===== config.mk =====
export PLATFORM = sky130hd
export DESIGN_NAME = rx_cfg_bank
export DESIGN_NICKNAME = d
export VERILOG_FILES = /design/src/core/rx_cfg_pkg.sv /design/src/core/rx_cfg_bank.sv
export SDC_FILE = /design/constraint.sdc
export NUM_CORES = 1
export LEC_CHECK = 0
export BUFFER_PORTS_ARGS = -buffer_cell sky130_fd_sc_hd__buf_2
export CORE_UTILIZATION = 50
export CTS_CLUSTER_DIAMETER = 80
export DETAILED_ROUTE_END_ITERATION = 16
export PLACE_DENSITY = 0.76
export RECOVER_POWER = 100
export SYNTH_ARGS = -nofsm -noshare
export SYNTH_HDL_FRONTEND = slang
export SYNTH_SLANG_ARGS = --single-unit

===== constraint.sdc =====
create_clock -name clk_i -period 5.1 [get_ports clk_i]
set_input_delay 0.255 -clock clk_i [delete_from_list [all_inputs] [get_ports clk_i]]
set_output_delay 0.255 -clock clk_i [all_outputs]
set_load 0.01 [all_outputs]

===== src/core/rx_cfg_pkg.sv =====
// Register map, field layout and timing constants of the receiver configuration bank
package rx_cfg_pkg;
	// Register indices; byte address is four times the index
	localparam logic [7:0] IDX_RECEIVE_CONTROL = 8'h35;
	localparam logic [7:0] IDX_RECEIVE_HOLDOFF = 8'h36;
	localparam logic [7:0] IDX_RECEIVE_DECODER_THRESHOLD = 8'h37;
	localparam logic [7:0] IDX_RECEIVER_INPUT_MODE = 8'h38;
	localparam logic [7:0] IDX_RECEIVER_ANALOG_SETUP = 8'h39;
	localparam logic [7:0] IDX_RECEIVE_STATUS = 8'h3a;
	// Writable bit masks; others are reserved
	localparam logic [7:0] MASK_RECEIVE_CONTROL = 8'h1f;
	localparam logic [7:0] MASK_RECEIVE_HOLDOFF = 8'hff;
	localparam logic [7:0] MASK_THRESHOLD = 8'hff;
	localparam logic [7:0] MASK_INPUT_MODE = 8'hf3;
	localparam logic [7:0] MASK_ANALOG_SETUP = 8'hcf;
	// Reset values
	localparam logic [7:0] RST_RECEIVE_CONTROL = 8'h04;
	localparam logic [7:0] RST_RECEIVE_HOLDOFF = 8'h00;
	localparam logic [7:0] RST_THRESHOLD = 8'h00;
	localparam logic [7:0] RST_INPUT_MODE = 8'h00;
	localparam logic [7:0] RST_ANALOG_SETUP = 8'h00;
	// Field positions
	localparam int BIT_GUARD_CHECK = 4;
	localparam int BIT_SUPPRESS = 3;
	localparam int BIT_HOLDOFF_UNIT = 7;
	localparam int BIT_SINGLE_INPUT = 7;
	localparam int BIT_CONVERTER_MODE = 6;
	// Baud codes
	localparam logic [2:0] BAUD_106 = 3'h4;
	localparam logic [2:0] BAUD_212 = 3'h5;
	localparam logic [2:0] BAUD_424 = 3'h6;
	localparam logic [2:0] BAUD_847 = 3'h7;
	localparam logic [1:0] COLL_OFF = 2'h3;
	localparam int SUPPRESS_BYTES = 3;
	// Timing at 40 MHz
	localparam real CLK_MHZ = 40.0;
	localparam real CARRIER_MHZ = 13.56;
	localparam int CARRIER_PER_UNIT = 16;
	localparam int UNIT_CARRIER_CYC = int'($floor(CARRIER_PER_UNIT * CLK_MHZ / CARRIER_MHZ));
	// Half bit at 106 kBd is 64 carrier periods; faster rates halve it
	localparam int HALF_BIT_106_CARRIER = 64;
	localparam int HALF_BIT_106_CYC = int'($floor(HALF_BIT_106_CARRIER * CLK_MHZ / CARRIER_MHZ));
	// Guard-time limit in half bits, beyond which a protocol error is flagged
	localparam int GUARD_LIMIT_HALF_BITS = 4;
	typedef enum logic [1:0] {RX_IDLE, RX_HOLDOFF, RX_FRAME} rx_state_t;
endpackage : rx_cfg_pkg


===== src/core/rx_cfg_bank.sv =====
// Receiver configuration register bank with hold-off, guard-time and disturbance logic
`timescale 1ns/1ps
module rx_cfg_bank
	import rx_cfg_pkg::*;
(
	// Clock and reset
	input wire logic clk_i,
	input wire logic rst_i,
	// Wishbone slave
	input wire logic wb_cyc_i,
	input wire logic wb_stb_i,
	input wire logic wb_we_i,
	input wire logic [9:0] wb_adr_i,
	input wire logic [3:0] wb_sel_i,
	input wire logic [31:0] wb_dat_i,
	output logic [31:0] wb_dat_o,
	output logic wb_ack_o,
	output logic wb_err_o,
	// Receive datapath events, same clock
	input wire logic tx_done_i,
	input wire logic sof_i,
	input wire logic byte_i,
	input wire logic char_start_i,
	input wire logic byte_err_i,
	input wire logic collision_i,
	input wire logic eof_i,
	input wire logic type_b_i,
	// Analog side, same clock
	input wire logic [3:0] amplitude_i,
	input wire logic [3:0] phase_i,
	// Decoded controls
	output logic input_enable_o,
	output logic data_accept_o,
	output logic phase_accept_o,
	output logic protocol_error_o,
	output logic disturbance_error_o,
	output logic fifo_flush_o,
	output logic rx_complete_o,
	output logic [1:0] baud_select_o,
	output logic baud_valid_o,
	output logic quasi_diff_o,
	output logic low_power_card_detect_o,
	output logic [1:0] signal_source_select_o,
	output logic collision_detect_enable_o,
	output logic [1:0] collision_sensitivity_o,
	output logic [1:0] factory_trim_field_o,
	output logic [1:0] highpass_select_o,
	output logic [1:0] gain_select_o
);
	logic [7:0] receive_control_reg;
	logic [7:0] receive_holdoff_reg;
	logic [7:0] threshold_reg;
	logic [7:0] input_mode_reg;
	logic [7:0] analog_setup_reg;
	logic [7:0] status_reg;
	logic [7:0] rd_next;
	logic hit_next;
	logic wr_stb;
	logic [7:0] wdat;
	logic [7:0] idx;
	rx_state_t state_reg;
	logic [15:0] tick_reg;
	logic [6:0] hold_cnt_reg;
	logic [15:0] unit_len;
	logic [15:0] half_bit;
	logic [1:0] byte_cnt_reg;
	logic [15:0] guard_cnt_reg;
	logic err_ev;
	logic suppress;

	assign idx = wb_adr_i[9:2];
	assign wdat = wb_dat_i[7:0];
	assign wr_stb = wb_cyc_i && wb_stb_i && wb_we_i && !wb_ack_o && !wb_err_o && wb_sel_i[0];
	assign suppress = receive_control_reg[BIT_SUPPRESS];

	always_comb
	begin
		hit_next = 1'b1;
		rd_next = 8'h00;
		unique case (idx)
			IDX_RECEIVE_CONTROL: rd_next = receive_control_reg;
			IDX_RECEIVE_HOLDOFF: rd_next = receive_holdoff_reg;
			IDX_RECEIVE_DECODER_THRESHOLD: rd_next = threshold_reg;
			IDX_RECEIVER_INPUT_MODE: rd_next = input_mode_reg;
			IDX_RECEIVER_ANALOG_SETUP: rd_next = analog_setup_reg;
			IDX_RECEIVE_STATUS: rd_next = status_reg;
			default: hit_next = 1'b0;
		endcase
	end

	// One-cycle answer; unmapped addresses get err
	always_ff @(posedge clk_i)
	begin
		if (rst_i)
			wb_ack_o <= 1'b0;
		else
			wb_ack_o <= wb_cyc_i && wb_stb_i && !wb_ack_o && !wb_err_o && hit_next;
	end

	// Unmapped writes land nowhere as no register decodes their index; the refusal only ends the cycle
	always_ff @(posedge clk_i)
	begin
		if (rst_i)
			wb_err_o <= 1'b0;
		else
			wb_err_o <= wb_cyc_i && wb_stb_i && !wb_ack_o && !wb_err_o && !hit_next;
	end

	// Read data registered every cycle; only meaningful with ack
	always_ff @(posedge clk_i)
	begin
		if (rst_i)
			wb_dat_o <= 32'h0000_0000;
		else
			wb_dat_o <= {24'h00_0000, rd_next};
	end

	always_ff @(posedge clk_i)
	begin
		if (rst_i)
			receive_control_reg <= RST_RECEIVE_CONTROL;
		else if (wr_stb && idx == IDX_RECEIVE_CONTROL)
			receive_control_reg <= wdat & MASK_RECEIVE_CONTROL;
	end

	always_ff @(posedge clk_i)
	begin
		if (rst_i)
			receive_holdoff_reg <= RST_RECEIVE_HOLDOFF;
		else if (wr_stb && idx == IDX_RECEIVE_HOLDOFF)
			receive_holdoff_reg <= wdat & MASK_RECEIVE_HOLDOFF;
	end

	always_ff @(posedge clk_i)
	begin
		if (rst_i)
			threshold_reg <= RST_THRESHOLD;
		else if (wr_stb && idx == IDX_RECEIVE_DECODER_THRESHOLD)
			threshold_reg <= wdat & MASK_THRESHOLD;
	end

	always_ff @(posedge clk_i)
	begin
		if (rst_i)
			input_mode_reg <= RST_INPUT_MODE;
		else if (wr_stb && idx == IDX_RECEIVER_INPUT_MODE)
			input_mode_reg <= wdat & MASK_INPUT_MODE;
	end

	always_ff @(posedge clk_i)
	begin
		if (rst_i)
			analog_setup_reg <= RST_ANALOG_SETUP;
		else if (wr_stb && idx == IDX_RECEIVER_ANALOG_SETUP)
			analog_setup_reg <= wdat & MASK_ANALOG_SETUP;
	end

	always_comb
	begin
		baud_valid_o = 1'b1;
		unique case (receive_control_reg[2:0])
			BAUD_106: baud_select_o = 2'd0;
			BAUD_212: baud_select_o = 2'd1;
			BAUD_424: baud_select_o = 2'd2;
			BAUD_847: baud_select_o = 2'd3;
			default:
			begin
				baud_select_o = 2'd0;
				baud_valid_o = 1'b0;
			end
		endcase
	end

	assign half_bit = 16'(HALF_BIT_106_CYC) >> baud_select_o;
	assign unit_len = receive_holdoff_reg[BIT_HOLDOFF_UNIT] ? half_bit : 16'(UNIT_CARRIER_CYC);

	always_ff @(posedge clk_i)
	begin
		if (rst_i)
		begin
			state_reg <= RX_IDLE;
			tick_reg <= 16'h0000;
			hold_cnt_reg <= 7'h00;
		end
		else if (tx_done_i)
		begin
			tick_reg <= 16'h0000;
			hold_cnt_reg <= receive_holdoff_reg[6:0];
			state_reg <= (receive_holdoff_reg[6:0] == 7'h00) ? RX_IDLE : RX_HOLDOFF;
		end
		else
		begin
			unique case (state_reg)
				RX_IDLE:
				begin
					// Sof in hold-off never reaches here, so it is dropped
					if (sof_i)
						state_reg <= RX_FRAME;
				end
				RX_HOLDOFF:
				begin
					if (tick_reg >= unit_len - 16'h0001)
					begin
						tick_reg <= 16'h0000;
						hold_cnt_reg <= hold_cnt_reg - 7'h01;
						if (hold_cnt_reg == 7'h01) state_reg <= RX_IDLE;
					end
					else
						tick_reg <= tick_reg + 16'h0001;
				end
				RX_FRAME:
				begin
					// Frame stays open after an error flush; later bytes count afresh
					if (eof_i)
						state_reg <= RX_IDLE;
				end
				default: state_reg <= RX_IDLE;
			endcase
		end
	end
	// Gate opens in the cycle after the last count ends
	assign input_enable_o = (state_reg != RX_HOLDOFF);

	// collision counts as error under suppression
	assign err_ev = byte_err_i || (suppress && collision_i);

	always_ff @(posedge clk_i)
	begin
		if (rst_i)
		begin
			byte_cnt_reg <= 2'd0;
			fifo_flush_o <= 1'b0;
			disturbance_error_o <= 1'b0;
			rx_complete_o <= 1'b0;
		end
		else
		begin
			fifo_flush_o <= 1'b0;
			disturbance_error_o <= 1'b0;
			rx_complete_o <= 1'b0;
			if (sof_i && input_enable_o)
				byte_cnt_reg <= 2'd0;
			else if (state_reg == RX_FRAME)
			begin
				if (suppress && err_ev && byte_cnt_reg < 2'(SUPPRESS_BYTES))
				begin
					fifo_flush_o <= 1'b1;
					disturbance_error_o <= 1'b1;
					byte_cnt_reg <= 2'd0;
				end
				else if (eof_i)
				begin
					if (suppress && byte_cnt_reg < 2'(SUPPRESS_BYTES))
					begin
						fifo_flush_o <= 1'b1;
						disturbance_error_o <= 1'b1;
					end
					else
						rx_complete_o <= 1'b1;
				end
				else if (byte_i && byte_cnt_reg < 2'(SUPPRESS_BYTES))
					byte_cnt_reg <= byte_cnt_reg + 2'd1;
			end
		end
	end

	// guard time check, Type B only
	always_ff @(posedge clk_i)
	begin
		if (rst_i)
		begin
			guard_cnt_reg <= 16'h0000;
			protocol_error_o <= 1'b0;
		end
		else
		begin
			protocol_error_o <= 1'b0;
			if (byte_i || char_start_i || state_reg != RX_FRAME)
				guard_cnt_reg <= 16'h0000;
			else if (guard_cnt_reg != 16'hffff)
				guard_cnt_reg <= guard_cnt_reg + 16'h0001;
			// Exact match gives a single pulse per overlong gap
			if (receive_control_reg[BIT_GUARD_CHECK] && type_b_i && state_reg == RX_FRAME &&
				guard_cnt_reg == 16'(GUARD_LIMIT_HALF_BITS) * half_bit)
				protocol_error_o <= 1'b1;
		end
	end

	// Sticky-free live status: state, early byte count, hold-off busy
	assign status_reg = {3'b000, byte_cnt_reg, state_reg == RX_FRAME, !input_enable_o, baud_valid_o};

	always_ff @(posedge clk_i)
	begin
		if (rst_i)
		begin
			data_accept_o <= 1'b0;
			phase_accept_o <= 1'b0;
		end
		else
		begin
			data_accept_o <= amplitude_i > threshold_reg[7:4];
			phase_accept_o <= phase_i > threshold_reg[3:0];
		end
	end
	assign quasi_diff_o = input_mode_reg[BIT_SINGLE_INPUT];
	assign low_power_card_detect_o = input_mode_reg[BIT_CONVERTER_MODE];
	assign signal_source_select_o = input_mode_reg[5:4];
	assign collision_sensitivity_o = input_mode_reg[1:0];
	assign collision_detect_enable_o = input_mode_reg[1:0] != COLL_OFF;
	assign factory_trim_field_o = analog_setup_reg[7:6];
	assign highpass_select_o = analog_setup_reg[3:2];
	assign gain_select_o = analog_setup_reg[1:0];
endmodule : rx_cfg_bank


; ---- Yosys cells after proc, flatten, opt, wreduce, memory -nomap -nowiden
; Index checks and enable logic that the tools add are counted.
[totals]
reg_bits = 115
in_bits = 67
[classes]
add_sub_neg = 5
n_lt_le_gt_ge = 4
n_eq_ne = 23
shift = 1
muxes = 24
n_bitwise = 2
reduce_logical = 45
[ops]
columns = operator, count
row1 = "8-bit by 6-bit == test with 1-bit output, second input constant", 6
row2 = 8-bit case mux with 6 select lines, 1
row3 = "16-bit by 1-bit adder with 16-bit output, second input constant", 2
row4 = 16-bit 2-to-1 mux, 2
row5 = 1-bit logical AND, 23
row6 = 7-bit 2-to-1 mux, 3
row7 = 16-bit == test, 1
row8 = 16-bit >= comparator, 1
row9 = 2-bit 2-to-1 mux, 8
row10 = "16-bit != test, second input constant", 1
row11 = "8-bit by 2-bit >> shifter with 16-bit output, first input constant", 1
row12 = "16-bit by 1-bit subtractor with 16-bit output, second input constant", 1
row13 = "3-bit == test, second input constant", 4
row14 = "3-bit != test, second input constant", 4
row15 = 2-bit case mux with 3 select lines, 2
row16 = 4-bit > comparator, 2
row17 = 1-bit 2-to-1 mux, 8
row18 = "7-bit by 1-bit == test with 1-bit output, second input constant", 1
row19 = 7-bit logical NOT, 1
row20 = "7-bit by 1-bit subtractor with 7-bit output, second input constant", 1
row21 = 2-bit nonzero test, 3
row22 = 2-bit OR reduction, 3
row23 = 6-bit OR reduction, 1
row24 = 5-bit OR reduction, 1
row25 = 15 further kinds, 23

; ---- Longest topological paths before layout
[logic_depth]
depth_word = 9
depth_mapped = 14
ltp_nobuf = 11

; ---- Worst setup path before layout
; Ideal clock, no wire load.
[synth_timing]
path_kind = register to register
from = reg receive_control_reg[2]
to = reg tick_reg[13]
setup_time_ns = 0.120
t_arrival_ns = 2.750
required_ns = 4.980
slack_ns = 2.230
stages_incl_launch_ff = 15
n_path_buf = 3
cell_sequence = dfxtp_1 clkbuf_1 nand2_1 and2_1 o21a_1 ha_1 ha_1 nor2b_1 o211ai_1 a211o_1 a21oi_2 or3_1 buf_6 buf_12 nor2_4
[synth_via]
elab_chain_cells = 7
elab_cells_between_ends = 9
[synth_lines]
columns = element, line_no
row1 = "start, declared", rx_cfg_bank.sv:50  ; logic [7:0] receive_control_reg;
row2 = "start signal, assigned", rx_cfg_bank.sv:123  ; receive_control_reg <= wdat & MASK_RECEIVE_CONTROL;
row3 = 3-bit == test, rx_cfg_bank.sv:161  ; unique case (receive_control_reg[2:0])
row4 = 2-bit case mux with 3 select lines (*), rx_cfg_bank.sv:161
row5 = 8-bit by 2-bit >> shifter with 16-bit output (*), rx_cfg_bank.sv:174  ; assign half_bit = 16'(HALF_BIT_106_CYC) >> baud_select_o;
row6 = 16-bit 2-to-1 mux (*), rx_cfg_bank.sv:175  ; assign unit_len = receive_holdoff_reg[BIT_HOLDOFF_UNIT] ? half_bit : 16'(UNIT_CARRIER_CYC);
row7 = 16-bit by 1-bit subtractor with 16-bit output (*), rx_cfg_bank.sv:202  ; if (tick_reg >= unit_len - 16'h0001)
row8 = 16-bit >= comparator (*), rx_cfg_bank.sv:202
row9 = 16-bit 2-to-1 mux (*), rx_cfg_bank.sv:202
row10 = "end signal, assigned", rx_cfg_bank.sv:209  ; tick_reg <= tick_reg + 16'h0001;
row11 = "end, declared", rx_cfg_bank.sv:62  ; logic [15:0] tick_reg;
; Every way passes the cells marked *; elsewhere a longest branch is shown, timed or not.
; A chain may end at the register's enable or synchronous reset.

; ---- Final worst setup path
[layout_timing]
from = reg receive_control_reg[2]
to = reg tick_reg[5]
; The elaborated chain is that of the path after synthesis.

==> summary.txt <==
Outcome
  – Status: completed

Clock tree
  – CTS Buffer Depth: 2
  – Post-CTS Setup Inserts: 0
  – Clk_lat worst skew: 0.36 ns
  – Clk sink count: 91
  – # H-tree levels: 3
  – Hold_buf cts: 0
  – Clk pin slew, worst setup/hold paths: 0.09 ns
  – TritonCTS clock tree: done
  – Root buf cell: clkbuf_8
  – TritonCTS Buffers: 9
  – CTS resizes: 0

Power
  – Sequential fraction of design power: 55.4%
  – P_sw: 0.324 mW
  – Worst VDD drop: 178 µV
  – Pwr dens: 246 mW/mm²
  – Sw Ratio: 25.0%
  – Logic pwr share: 6.2%
  – Int Pwr: 0.971 mW
  – Pleak: 1.94 nW
  – Clk network pwr share: 38.4%

Die
  – Die ar.: 0.0101 mm²
  – Initial core utilization: 52.0%
  – Die Y: 100 µm
  – Die X-Extent: 100 µm
  – Boundary pin count: 124
  – Num rows: 35
  – Core Area: 0.00928 mm²

Worst setup path
  – Depth of the most critical reg-to-reg path: 11
  – WP depth: 11
  – Worst R2R Start: receive_control_reg[2]$_SDFFE_PP1P_
  – CP Data Arrival Time: 4.08 ns
  – CP startpoint: receive_control_reg[2]$_SDFFE_PP1P_
  – Max incr delay on CP: 0.95 ns
  – Crit path max-delay family: simple AND/OR/NAND/NOR gates
  – Crit-path cells: nand2_1 > and2_0 > o21a_1 > ha_1 > ha_1 > nor2b_1 > o211ai_1 > a211o_1 > a21oi_1 > or3_1 > nor2_1
  – Slowest-stage cell, CP: or3_1
  – Crit path max fanout: 16
  – Setup crit end kind: flip-flop
  – Cell mode on critical path: ha_1
  – Setup crit start kind: flip-flop
  – WP buf/inv: 0
  – CP required: 5.31 ns
  – Crit Path Category: flip-flop to flip-flop

Logic synthesis
  – Async set-or-reset flop fraction in the synthesized netlist: 0%
  – Synth Cell Area: 0.00483 mm²
  – Main combinational cell family by area after synthesis: simple AND/OR/NAND/NOR gates
  – Ys flop type: dfxtp_1
  – Compound-Gate Fraction of Synth Area: 13.5%
  – Seq/Total Area, Yosys: 37.7%
  – Cells after synthesis: 571
  – Xor/xnor share of the synthesized area: 4.53%
  – Synth Register Bits: 91
  – Post-synth EDFFs: 0
  – Synth cell types: 60
  – Multiplexer share of the synthesized area: 5.28%
  – Avg Inst Size Synth: 8.46 µm²
  – Synth Area in Simple Gates: 24.6%
  – Post-Synth Adder-Cell Area: 5.96%
  – Yosys warns: 0

Routing
  – First-pass DRT Iterations: 6
  – Routed wire length: 10.7 mm
  – Initial detailed-routing violation count: 207
  – Vias/cell: 5.49
  – Routed WL per cell: 14.1 µm
  – DRC viols: 0
  – Routed vias: 4181
  – DRT antenna net count: 0

Global route
  – GRT Total Usage: 21.8%
  – Largest net degree at the start of global routing: 55
  – Initial antenna violation count: 0
  – Grt ovf: 0
  – First-pass GRT wire length: 17.4 mm
  – Vias in the first global route: 3781

Cells and area
  – # diodes: 0
  – Final net count: 717
  – Multi-input gate area: 0.00267 mm²
  – Register area: 0.00182 mm²
  – Share of cells above drive strength 1: 11.4%
  – P&R area growth vs syn: 9.01%
  – Fill cells: 878

Timing
  – Slew Limit Fails: 0
  – # setup viols final: 0
  – Actual slew at the worst max-slew pin: 1.12 ns
  – Sum of negative setup slack: 0 ns
  – Relative slew slack: 25.0%
  – Peak Freq: 259 MHz
  – Hold_ws: 0.143 ns
  – RSZ-0062 raised after global routing: no
  – Minimum clock period: 3.86 ns
  – Final hold vios: 0
  – Fin crit share: 75.8%
  – Clk_skew: 0.0110 ns

Worst hold path
  – Hold path depth: 2
  – Hold Path Class: primary input to flip-flop
  – Worst hold start: sof_i

Job
  – Max Cap Viol: 0

Placed design
  – GP Congestion: 0.849
  – Hpwl dp: 7.88 mm
  – Port Buffers: 70
-- worst paths after layout --
path,to,slack [ns]
setup / recovery,tick_reg[5]$_SDFFE_PP0P_,1.24
hold / removal,rx_complete_o$_SDFF_PP0_,0.14
setup reg to reg,tick_reg[5]$_SDFFE_PP0P_,1.24
hold reg to reg,state_reg[1]$_SDFFE_PP0P_,0.45
-- Yosys cell counts (5+ instances only) --
| master | number | share of area (%) |
|---|---|---|
| a211oi_1 | 7 | 1.1 |
| a21oi_1 | 37 | 3.8 |
| a22oi_1 | 9 | 1.4 |
| a31oi_1 | 9 | 1.2 |
| and2_1 | 5 | 0.65 |
| and3_1 | 5 | 0.65 |
| and4_1 | 6 | 1.1 |
| buf_4 | 25 | 3.9 |
| clkbuf_1 | 20 | 1.6 |
| dfxtp_1 | 91 | 38 |
| ha_1 | 23 | 6.0 |
| inv_1 | 23 | 1.8 |
| mux2i_1 | 21 | 4.4 |
| nand2_1 | 54 | 4.2 |
| nand2b_1 | 5 | 0.65 |
| nand3_1 | 37 | 3.8 |
| nand4_1 | 7 | 0.91 |
| nor2_1 | 66 | 5.1 |
| nor2_4 | 10 | 2.3 |
| nor2b_1 | 6 | 0.78 |
| nor3_1 | 11 | 1.1 |
| nor4_1 | 5 | 0.65 |
| o21ai_0 | 11 | 1.1 |
| xnor2_1 | 11 | 2.0 |
| xor2_1 | 14 | 2.5 |
-- placed cells by master, fill, tap and decap left out, types with 3 or more instances in the layout --
master	netlist	routed
a2111oi_0	2	3
a211oi_1	7	7
a21oi_1	37	38
a221oi_1	3	3
a22oi_1	9	9
a31oi_1	9	10
and2_1	5	4
and3_1	5	5
and4_1	6	7
buf_2	3	37
clkbuf_1	20	34
clkbuf_8	0	9
conb_1	1	24
dfxtp_1	91	91
ha_1	23	23
inv_1	23	23
mux2_2	4	4
mux2i_1	21	21
nand2_1	54	54
nand2b_1	5	5
nand3_1	37	37
nand3b_1	4	4
nand4_1	7	7
nor2_1	66	66
nor2_4	10	10
nor2b_1	6	6
nor3_1	11	11
nor4_1	5	5
o21a_1	4	4
o21ai_0	11	11
or3_1	3	3
xnor2_1	11	11
xor2_1	14	14
-- per-stage QoR --
step           cell area, µm²  utilization (%)  instances  setup WS, ns  total power [mW]
2_1_floorplan            4920                -        594          2.23             0.799
3_3_place_gp             5140             55.4        745          1.51             0.812
3_5_place_dp             5140             55.4        745          1.40             0.815
4_1_cts                  5340             57.5        761          1.39              1.30
5_1_grt                  5270             56.7        761         0.958              1.34
6_report                 5270             56.7        761          1.24              1.29
-- final cells by class --
class                           instances  share of cell area (%)
Multi-Input combinational cell        428                    50.6
Sequential cell                        91                    34.6
Timing Repair Buffer                   73                    6.22
Tap cell                              129                    3.06
Clock buffer                            9                    2.35
Inverter                               24                    1.71
Clock inverter                          7                    1.45
-- power groups by stage --
stage | clock network [mW] | logic [mW] | registers (mW)
2_1_floorplan | 0 | 0.0643 | 0.735
3_3_place_gp | 0 | 0.0777 | 0.734
3_5_place_dp | 0 | 0.0801 | 0.735
4_1_cts | 0.506 | 0.0806 | 0.718
5_1_grt | 0.531 | 0.0895 | 0.719
6_report | 0.497 | 0.0802 | 0.718
-- per-layer routing --
layer	routed length [µm]	track usage (%)	share of wire, %
met5	0	0	0
met4	197	7.36	1.8
met3	626	3.76	5.8
met2	5330	37.0	50
met1	4570	27.9	43
-- cell families (layout without fill, tap and decap cells) --
logic type      after synthesis  in the layout
simple gates                232            232
mux                          25             25
other cells                   1             24
fa+ha+maj                    23             23
buf+inv                      75            113
flops                        91             91
xor+xnor                     25             25
compound gates               99             99
Power figures use the tool's default switching activity.
